--- config.mk ---
export PLATFORM = sky130hd
export DESIGN_NAME = sfrc_ctrl
export DESIGN_NICKNAME = d
export VERILOG_FILES = /design/src/sfrc_pkg.sv /design/src/sfrc_tmr_if.sv /design/src/sfrc_ctrl.sv /design/src/sfrc_retry_timer.sv
export SDC_FILE = /design/constraint.sdc
export NUM_CORES = 1
export LEC_CHECK = 0
export BUFFER_PORTS_ARGS = -buffer_cell sky130_fd_sc_hd__buf_2
export CORE_ASPECT_RATIO = 2
export CORE_MARGIN = 3
export CORE_UTILIZATION = 42
export DETAILED_ROUTE_END_ITERATION = 8
export PLACE_DENSITY = 0.66
export SYNTH_ARGS = -nofsm -noshare
export SYNTH_HDL_FRONTEND = slang
export SYNTH_SLANG_ARGS = --single-unit
--- constraint.sdc ---
create_clock -name sys_clk -period 2.7 [get_ports sys_clk]
set_input_delay 0.135 -clock sys_clk [delete_from_list [all_inputs] [get_ports sys_clk]]
set_output_delay 0.135 -clock sys_clk [all_outputs]
set_load 0.005 [all_outputs]
--- src/sfrc_pkg.sv ---
package sfrc_pkg;

   // Bus geometry
   localparam int ADDR_W = 8;
   localparam int DATA_W = 32;

   // Register offsets (byte addresses, one word each)
   localparam logic [ADDR_W-1:0] REG_CTRL = 8'h00;
   localparam logic [ADDR_W-1:0] REG_STATUS = 8'h04;
   localparam logic [ADDR_W-1:0] REG_IRQ_STAT = 8'h08;
   localparam logic [ADDR_W-1:0] REG_IRQ_CLR = 8'h0c;
   localparam logic [ADDR_W-1:0] REG_IRQ_EN = 8'h10;

   // Control register fields and reset value
   localparam int CTRL_FOLD_BIT = 0;
   localparam logic CTRL_FOLD_RST = 1'h0;

   // Interrupt sources
   localparam int IRQ_W = 3;
   localparam int IRQ_FAULT = 0;
   localparam int IRQ_RETRY_OK = 1;
   localparam int IRQ_FOLD = 2;
   localparam logic [IRQ_W-1:0] IRQ_RST = 3'h0;

   // Pin sample vector layout
   localparam int PIN_W = 8;
   localparam int PIN_EN = 0;
   localparam int PIN_LATCH = 1;
   localparam int PIN_DIAG = 2;
   localparam int PIN_ABS_OVER = 3;
   localparam int PIN_ABS_CLR = 4;
   localparam int PIN_REL_OVER = 5;
   localparam int PIN_CUR_HIT = 6;
   localparam int PIN_NEAR_SUP = 7;
   localparam logic [PIN_W-1:0] PIN_RST = 8'h00;

   // Timing
   localparam int CLK_PERIOD_NS = 40;
   localparam int DEGLITCH_NS = 3000;
   localparam int DEGLITCH_CYC = (DEGLITCH_NS + CLK_PERIOD_NS - 1) / CLK_PERIOD_NS;
   localparam int DEGLITCH_W = $clog2(DEGLITCH_CYC + 1);
   localparam int RETRY_CYC_DEF = 25000;

   // Foldback
   localparam int FOLD_COUNT = 7;
   localparam int FOLD_W = 3;

   typedef enum logic [1:0] {
      ST_OFF = 2'b00,
      ST_ON = 2'b01,
      ST_FAULT = 2'b10,
      ST_RETRY = 2'b11
   } sfrc_state_t;

   typedef struct packed {
      logic [21:0] rsvd;
      logic [FOLD_W-1:0] fold_cnt;
      logic half_limit;
      logic ocl_flt;
      logic rel_flt;
      logic abs_flt;
      logic [1:0] state;
      logic switch_on;
   } sfrc_status_t;

endpackage

--- src/sfrc_tmr_if.sv ---
`timescale 1ns/10ps
`default_nettype none

interface sfrc_tmr_if #(parameter int W = 16);
   logic start;
   logic [W-1:0] load;
   logic expired;
   modport owner (output start, output load, input expired);
   modport timer (input start, input load, output expired);
endinterface // sfrc_tmr_if

`default_nettype wire

--- src/sfrc_ctrl.sv ---
// What this block does
// - The switch is turned off whenever thermal shutdown or current limit triggers.
// - A protection trigger while on or retrying moves the block into a fault state that holds the switch off.
// - In the fault state the fault indication is presented on the sense output.
// - Switch and indication are released only with latch low, retry delay expired, no fault.
// - A thermal fault is flagged on the absolute or on the relative temperature threshold.
// - An absolute thermal fault holds until the temperature falls by the hysteresis.
// - A relative thermal fault clears once the retry delay has elapsed.
// - A registered current-limit event switches the output off at once, then waits out the retry delay.
// - An over-current event registers only after the limit is exceeded for 3 us.
// - With latch held high the switch stays off after a shutdown until latch goes low.
// - With latch low the switch retries by itself once faults clear and the delay expires.
// - During a retry the indication stays until the output is near the supply.
// - With foldback on, seven consecutive shutdowns halve the limit until standby or a clean cycle.
//
// The strobed register port and the placing of the registers are this design's own decisions.
`timescale 1ns/10ps
`default_nettype none

module sfrc_ctrl
   import sfrc_pkg::*;
#(
   parameter int RETRY_CYC = RETRY_CYC_DEF
) (
   // Clock and reset
   input wire logic sys_clk,
   input wire logic srst,
   // Register port
   input wire logic [ADDR_W-1:0] reg_addr,
   input wire logic [DATA_W-1:0] reg_wdata,
   input wire logic reg_wr,
   input wire logic reg_rd,
   output logic [DATA_W-1:0] reg_rdata,
   // Control pins from the system controller
   input wire logic enable_in,
   input wire logic latch_mode_in,
   input wire logic diagnostic_enable,
   // Analog comparators
   input wire logic abs_temp_over,
   input wire logic abs_temp_clear,
   input wire logic rel_temp_over,
   input wire logic current_limit_hit,
   input wire logic out_near_supply,
   // Power stage and sense output
   output logic switch_on,
   output logic fault_sense_current,
   output logic load_sense_on,
   output logic half_current_limit,
   // Interrupt
   output logic irq
);

   localparam int TMR_W = $clog2(RETRY_CYC + 1);

   logic [PIN_W-1:0] pin_s1_reg;
   logic [PIN_W-1:0] pin_s2_reg;
   logic en_s;
   logic latch_s;
   logic diag_s;
   logic abs_s;
   logic abs_clr_s;
   logic rel_s;
   logic cur_s;
   logic near_s;
   logic [DEGLITCH_W-1:0] oc_cnt_reg;
   logic oc_hit;
   logic abs_flt_reg;
   logic rel_flt_reg;
   logic ocl_flt_reg;
   logic any_trig;
   logic flags_any;
   logic release_ok;
   sfrc_state_t state_reg;
   sfrc_state_t state_next;
   logic fault_entry;
   logic clean_off;
   logic [FOLD_W-1:0] fold_cnt_reg;
   logic half_reg;
   logic fold_en_reg;
   logic switch_on_reg;
   logic fault_ind_reg;
   logic load_sense_reg;
   logic [IRQ_W-1:0] irq_stat_reg;
   logic [IRQ_W-1:0] irq_en_reg;
   logic [IRQ_W-1:0] irq_ev;
   logic [IRQ_W-1:0] irq_clr;
   logic [DATA_W-1:0] rdata_reg;
   sfrc_status_t status;

   sfrc_tmr_if #(.W(TMR_W)) tmr_bus ();

   sfrc_retry_timer #(.W(TMR_W)) u_timer (
      .sys_clk(sys_clk),
      .srst(srst),
      .tb(tmr_bus.timer)
   );

   ////////////////////////////////////////////////////////////////////////////
   // Pin synchronisers

   always_ff @(posedge sys_clk) begin
      if (srst) begin
         pin_s1_reg <= PIN_RST;
         pin_s2_reg <= PIN_RST;
      end else begin
         pin_s1_reg <= {out_near_supply, current_limit_hit, rel_temp_over, abs_temp_clear,
                        abs_temp_over, diagnostic_enable, latch_mode_in, enable_in};
         pin_s2_reg <= pin_s1_reg;
      end
   end

   assign en_s = pin_s2_reg[PIN_EN];
   assign latch_s = pin_s2_reg[PIN_LATCH];
   assign diag_s = pin_s2_reg[PIN_DIAG];
   assign abs_s = pin_s2_reg[PIN_ABS_OVER];
   assign abs_clr_s = pin_s2_reg[PIN_ABS_CLR];
   assign rel_s = pin_s2_reg[PIN_REL_OVER];
   assign cur_s = pin_s2_reg[PIN_CUR_HIT];
   assign near_s = pin_s2_reg[PIN_NEAR_SUP];

   ////////////////////////////////////////////////////////////////////////////
   // Over-current deglitch filter

   // Short spikes from load steps must not trip the switch
   always_ff @(posedge sys_clk) begin
      if (srst) begin
         oc_cnt_reg <= '0;
      end else if (!cur_s) begin
         oc_cnt_reg <= '0;
      end else if (oc_cnt_reg != DEGLITCH_W'(DEGLITCH_CYC)) begin
         oc_cnt_reg <= oc_cnt_reg + DEGLITCH_W'(1);
      end
   end

   assign oc_hit = cur_s && (oc_cnt_reg == DEGLITCH_W'(DEGLITCH_CYC));

   ////////////////////////////////////////////////////////////////////////////
   // Fault flags; a new trigger always wins over a clear

   always_ff @(posedge sys_clk) begin
      if (srst) begin
         abs_flt_reg <= 1'b0;
      end else if (abs_s) begin
         abs_flt_reg <= 1'b1;
      end else if (abs_clr_s) begin
         abs_flt_reg <= 1'b0;
      end
   end

   always_ff @(posedge sys_clk) begin
      if (srst) begin
         rel_flt_reg <= 1'b0;
      end else if (rel_s) begin
         rel_flt_reg <= 1'b1;
      end else if (tmr_bus.expired) begin
         rel_flt_reg <= 1'b0;
      end
   end

   // Switch is already off, so the current fault only waits for the delay
   always_ff @(posedge sys_clk) begin
      if (srst) begin
         ocl_flt_reg <= 1'b0;
      end else if (oc_hit) begin
         ocl_flt_reg <= 1'b1;
      end else if (tmr_bus.expired) begin
         ocl_flt_reg <= 1'b0;
      end
   end

   assign any_trig = abs_s || rel_s || oc_hit;
   assign flags_any = abs_flt_reg || rel_flt_reg || ocl_flt_reg;
   assign release_ok = !latch_s && tmr_bus.expired && !flags_any && !any_trig;

   ////////////////////////////////////////////////////////////////////////////
   // Switch state machine

   always_comb begin
      state_next = state_reg;
      case (state_reg)
         ST_OFF: begin
            if (en_s && !flags_any && !any_trig) begin
               state_next = ST_ON;
            end
         end
         ST_ON: begin
            if (any_trig) begin
               state_next = ST_FAULT;
            end else if (!en_s) begin
               state_next = ST_OFF;
            end
         end
         ST_FAULT: begin
            if (release_ok) begin
               state_next = en_s ? ST_RETRY : ST_OFF;
            end
         end
         ST_RETRY: begin
            if (any_trig) begin
               state_next = ST_FAULT;
            end else if (!en_s) begin
               state_next = ST_OFF;
            end else if (near_s) begin
               state_next = ST_ON;
            end
         end
         default: begin
            state_next = ST_OFF;
         end
      endcase
   end

   always_ff @(posedge sys_clk) begin
      if (srst) begin
         state_reg <= ST_OFF;
      end else begin
         state_reg <= state_next;
      end
   end

   assign fault_entry = (state_reg != ST_FAULT) && (state_next == ST_FAULT);
   assign clean_off = (state_reg == ST_ON) && (state_next == ST_OFF);

   // Timer restarts on each shutdown, never while already held off
   assign tmr_bus.start = fault_entry;
   assign tmr_bus.load = TMR_W'(RETRY_CYC);

   ////////////////////////////////////////////////////////////////////////////
   // Outputs, all taken from the next state so they turn with the state

   always_ff @(posedge sys_clk) begin
      if (srst) begin
         switch_on_reg <= 1'b0;
         fault_ind_reg <= 1'b0;
         load_sense_reg <= 1'b0;
      end else begin
         switch_on_reg <= (state_next == ST_ON) || (state_next == ST_RETRY);
         fault_ind_reg <= (state_next == ST_FAULT) || (state_next == ST_RETRY);
         load_sense_reg <= diag_s && (state_next == ST_ON);
      end
   end

   assign switch_on = switch_on_reg;
   assign fault_sense_current = fault_ind_reg;
   assign load_sense_on = load_sense_reg;

   ////////////////////////////////////////////////////////////////////////////
   // Current limit foldback

   // Standby or a fault-free on-off cycle restores the full limit
   always_ff @(posedge sys_clk) begin
      if (srst) begin
         fold_cnt_reg <= '0;
         half_reg <= 1'b0;
      end else if (fault_entry) begin
         if (fold_cnt_reg != FOLD_W'(FOLD_COUNT)) begin
            fold_cnt_reg <= fold_cnt_reg + FOLD_W'(1);
         end
         if (fold_en_reg && (fold_cnt_reg == FOLD_W'(FOLD_COUNT - 1))) begin
            half_reg <= 1'b1;
         end
      end else if (clean_off || (state_reg == ST_OFF)) begin
         fold_cnt_reg <= '0;
         half_reg <= 1'b0;
      end
   end

   assign half_current_limit = half_reg;

   ////////////////////////////////////////////////////////////////////////////
   // Register port

   assign irq_clr = (reg_wr && reg_addr == REG_IRQ_CLR) ? reg_wdata[IRQ_W-1:0] : '0;

   always_ff @(posedge sys_clk) begin
      if (srst) begin
         fold_en_reg <= CTRL_FOLD_RST;
         irq_en_reg <= IRQ_RST;
      end else if (reg_wr) begin
         if (reg_addr == REG_CTRL) begin
            fold_en_reg <= reg_wdata[CTRL_FOLD_BIT];
         end
         if (reg_addr == REG_IRQ_EN) begin
            irq_en_reg <= reg_wdata[IRQ_W-1:0];
         end
      end
   end

   assign irq_ev[IRQ_FAULT] = fault_entry;
   assign irq_ev[IRQ_RETRY_OK] = (state_reg == ST_RETRY) && (state_next == ST_ON);
   assign irq_ev[IRQ_FOLD] = fault_entry && fold_en_reg && !half_reg
                             && (fold_cnt_reg == FOLD_W'(FOLD_COUNT - 1));

   // A new event in the clearing cycle survives
   always_ff @(posedge sys_clk) begin
      if (srst) begin
         irq_stat_reg <= IRQ_RST;
      end else begin
         irq_stat_reg <= (irq_stat_reg & ~irq_clr) | irq_ev;
      end
   end

   assign irq = |(irq_stat_reg & irq_en_reg);

   always_comb begin
      status = '0;
      status.switch_on = switch_on_reg;
      status.state = state_reg;
      status.abs_flt = abs_flt_reg;
      status.rel_flt = rel_flt_reg;
      status.ocl_flt = ocl_flt_reg;
      status.half_limit = half_reg;
      status.fold_cnt = fold_cnt_reg;
   end

   // Unmapped and write-only offsets read as zero
   always_ff @(posedge sys_clk) begin
      if (srst) begin
         rdata_reg <= '0;
      end else if (reg_rd) begin
         case (reg_addr)
            REG_CTRL: rdata_reg <= DATA_W'(fold_en_reg);
            REG_STATUS: rdata_reg <= status;
            REG_IRQ_STAT: rdata_reg <= DATA_W'(irq_stat_reg);
            REG_IRQ_EN: rdata_reg <= DATA_W'(irq_en_reg);
            default: rdata_reg <= '0;
         endcase
      end else begin
         rdata_reg <= '0;
      end
   end

   assign reg_rdata = rdata_reg;
endmodule // sfrc_ctrl

`default_nettype wire

--- src/sfrc_retry_timer.sv ---
`timescale 1ns/10ps
`default_nettype none

module sfrc_retry_timer #(
   parameter int W = 16
) (
   // Clock and reset
   input wire logic sys_clk,
   input wire logic srst,
   // Timer side of the interface
   sfrc_tmr_if.timer tb
);

   logic [W-1:0] cnt_reg;
   logic expired_reg;

   // Restart wins over a running count
   always_ff @(posedge sys_clk) begin
      if (srst) begin
         cnt_reg <= '0;
      end else if (tb.start) begin
         cnt_reg <= tb.load;
      end else if (cnt_reg != '0) begin
         cnt_reg <= cnt_reg - W'(1);
      end
   end

   // Idle timer reads expired so nothing waits on it after reset
   always_ff @(posedge sys_clk) begin
      if (srst) begin
         expired_reg <= 1'b1;
      end else if (tb.start) begin
         expired_reg <= 1'b0;
      end else if (cnt_reg == W'(1)) begin
         expired_reg <= 1'b1;
      end
   end

   assign tb.expired = expired_reg;

endmodule // sfrc_retry_timer

`default_nettype wire

==> run_results.csv <==
group,metric,value,unit
status,run_status,"finished, final reports clean",
final_layout,mostFrequentLayoutCells,"dfxtp_1 (67), buf_2 (37), nor2_1 (23)",
global_route,overflow,0,
synthesis,synth_top_area_frac,0.459,
critical_path,reg2reg_slack,0.53,ns
floorplanning,start_util,0.438,
hold_path,holdPathEnd,"pin_s1_reg[4]",
synthesis,synth_top_family_by_area,"simple AND/OR/NAND/NOR gates",
critical_path,path_cells,"or4_4 > or4_4 > or4_1 > a31oi_1",
critical_path,cp-start-kind,"flip-flop",
floorplanning,rows,42,
timing,clock_skew,0.00395,ns
run,maxCapViolCount,0,
floorplanning,core_area,6670,sq um
global_route,grt_use_met3,0.0442,
global_route,grt_util_met2,0.287,
hold_path,holdCritStartpoint,"abs_temp_clear",
critical_path,crit_path_max_incr_delay,0.56,ns
global_route,grt_pass1_vias,2117,
synthesis,synth_cell_types,53,
hold_path,holdCritPathClass,"input pin to flip-flop",
final_layout,drive_gt1_frac,0.180,
detailed_routing,firstDrtPassIters,4,
clock_network,postCtsSetupBuffers,0,
critical_path,regToRegStartpoint,"u_timer.cnt_reg[3]",
detailed_routing,wl,5820,microns
synthesis,synthArstFlopShare,0,
floorplanning,dieArea,8050,sq um
synthesis,synth-xor-area-share,0.0180,
clock_network,cts_max_level,3,
pwr,peakVddDrop,547,uV
final_layout,nFillCells,667,
timing,tightest_slew,0.788,ns
timing,setup_tns,0,ns
placed_design,dpl.hpwl,4420,microns
clock_network,clk_latency,0.32,ns
synthesis,synth_ff_type,"dfxtp_1",
synthesis,synth-seq-cells,67,
detailed_routing,routedWlPerCell,12.9,microns
timing,setup_viol,0,
timing,slew_headroom,0.471,
clock_network,cts_tree,"yes",
synthesis,syn_inst,316,
synthesis,synth_area_leader_cell,"dfxtp_1",
synthesis,yosys_warnings,0,
timing,hold_viol_final,0,
floorplanning,num_io_pins,89,
critical_path,reg2reg_depth,4,
global_route,antenna_found_initial,0,
clock_network,cts.root.buffer_cell,"clkbuf_16",
floorplanning,die_y,124,microns
synthesis,synth_edf_count,0,
critical_path,path_delay_family,"simple AND/OR/NAND/NOR gates",
hold_path,hold_path_depth,2,
critical_path,r2r_end,"u_timer.cnt_reg[13]",
synthesis,synth.avg_cell_area,9.24,sq um
synthesis,muxShareOfSynthArea,0.0308,
final_layout,largest_reg_flops,15,
clock_network,clk_pin_slew,0.05,ns
detailed_routing,vias,2310,
synthesis,synth_simple_gate_area_share,0.243,
timing,final-max-slew-violation-count,0,
pwr,p_per_area,901,nW/um^2
synthesis,synth_area_leaders,"dfxtp_1 (46%), buf_4 (5.7%), nor2b_1 (4.3%)",
detailed_routing,avgViaCountPerCell,5.13,
global_route,grt_max_degree,37,
final_layout,syn2layout_area_growth,16.9,%
timing,fmax,460,MHz
critical_path,critical-path-slowest-cell,"or4_4",
clock_network,cts_hold_buf,0,
timing,hold_ws,0.0197,ns
global_route,grt_util_all_layers,0.156,
critical_path,cp-end-kind,"flip-flop",
detailed_routing,drt_iter0_drc,120,
detailed_routing,drc,0,
placed_design,numPortBuffers,37,
floorplanning,die_w,65.0,microns
critical_path,critical_path_class,"flip-flop to flip-flop",
global_route,grt_first_pass_wirelength,9460,microns
timing,rsz0062_at_grt,"no",
timing,finalCriticalPeriod,2.17,ns
global_route,busiest_layer,"met2",
clock_network,cts.repair.resized,0,
critical_path,cp.required,2.94,ns
timing,fin_crit_sh,0.805,
clock_network,cts.sinks,67,
synthesis,yosysSeqAreaShare,0.459,
critical_path,path_common_cell,"or4_4",
pwr,p_leak,1.43,nW
critical_path,worstPathArrival,2.42,ns
global_route,gr-usage-met1,0.144,
final_layout,utilization,0.512,
clock_network,clockBufferDepth,2,
synthesis,synthAdderAreaFrac,0.0257,
pwr,power,3.07,mW
placed_design,gp_congestion,0.818,
final_layout,nets,415,
synthesis,synth-compound-area-share,0.143,
synthesis,syn_area,2920,sq um
final_layout,diodes,0,
detailed_routing,ant_nets,0,
clock_network,numCtsBuffers,9,
critical_path,critPathBufInv,0,
final_layout,final_common_cell,"dfxtp_1",
critical_path,cp_max_fo,6,
==> layer usage <==
layer	share of wire	routed length [microns]	vias to the layer above
met4	0.036	212	0
met2	0.56	3250	59
met1	0.35	2070	1073
li1	-	-	1163
met5	0	0	-
met3	0.050	289	15
==> cells by family after synthesis <==
group                      Yosys count
buffers and inverters               40
AOI/OAI and AO/OA                   63
other                                1
muxes                                9
DFF                                 67
xor gates and xnor gates             6
adders and majority gates            6
and+or+nand+nor                    124
==> power breakdown <==
group | total (mW) | internal, mW | switching, mW
clock | 1.13 | 0.738 | 0.394
sequential | 1.20 | 1.09 | 0.114
combinational | 0.741 | 0.321 | 0.420
==> synth_stat cells, types with 2 or more instances <==
library cell	count
a21bo_2	2
a21boi_0	2
a21o_1	2
a21oi_1	19
a22oi_1	2
a31oi_1	4
and2_1	7
and3_1	6
and4_1	2
buf_4	22
clkbuf_1	9
dfxtp_1	67
ha_1	6
inv_1	9
mux2i_1	9
nand2_1	12
nand2b_1	6
nand3_1	11
nand3b_1	2
nor2_1	23
nor2b_1	20
nor3_1	6
nor3b_1	2
nor4_1	8
o211ai_1	2
o21a_1	3
o21ai_0	10
o22ai_1	4
o31ai_1	2
o41ai_1	2
or2_2	3
or3_1	5
or4_1	2
or4_4	2
xnor2_1	2
xor2_1	4
==> layout make-up <==
cell class,instances,area (sq um),share of cell area
clock inverters,4,50.0,0.0147
multi-input cells,230,1430,0.417
well taps,88,110,0.0322
inverters,9,33.8,0.00989
flip-flops and latches,67,1340,0.393
clock buffers,12,246,0.0722
repair buffers,40,208,0.0608
==> per-stage QoR <==
stage	std cells	cell area, sq um	worst slack [ns]
after floorplan	337	3000	0.640
after CTS	450	3410	0.511
final	450	3410	0.526
after global placement	434	3120	0.569
after global routing	450	3410	0.463
after detailed placement	434	3120	0.514
==> worst register-to-register path: stages, from the launching register on <==
cell,delay [ns]
dfxtp_1,0.35
or4_4,0.56
or4_4,0.54
or4_1,0.48
a31oi_1,0.17
==> how the worst max path moves through the flow <==
| stage | depth (start not counted) | startpoint | end | slack (ns) |
|---|---|---|---|---|
| final | 4 | u_timer.cnt_reg[3] | u_timer.cnt_reg[13] | 0.53 |
| after global routing | 4 | u_timer.cnt_reg[3] | u_timer.cnt_reg[13] | 0.46 |
| after CTS | 4 | u_timer.cnt_reg[3] | u_timer.cnt_reg[13] | 0.51 |
| after detailed placement | 4 | u_timer.cnt_reg[3] | u_timer.cnt_reg[13] | 0.51 |
| after global placement | 4 | u_timer.cnt_reg[3] | u_timer.cnt_reg[13] | 0.57 |
| after floorplan | 4 | u_timer.cnt_reg[3] | u_timer.cnt_reg[13] | 0.64 |
No activity file was read; power rests on OpenSTA's default activity.
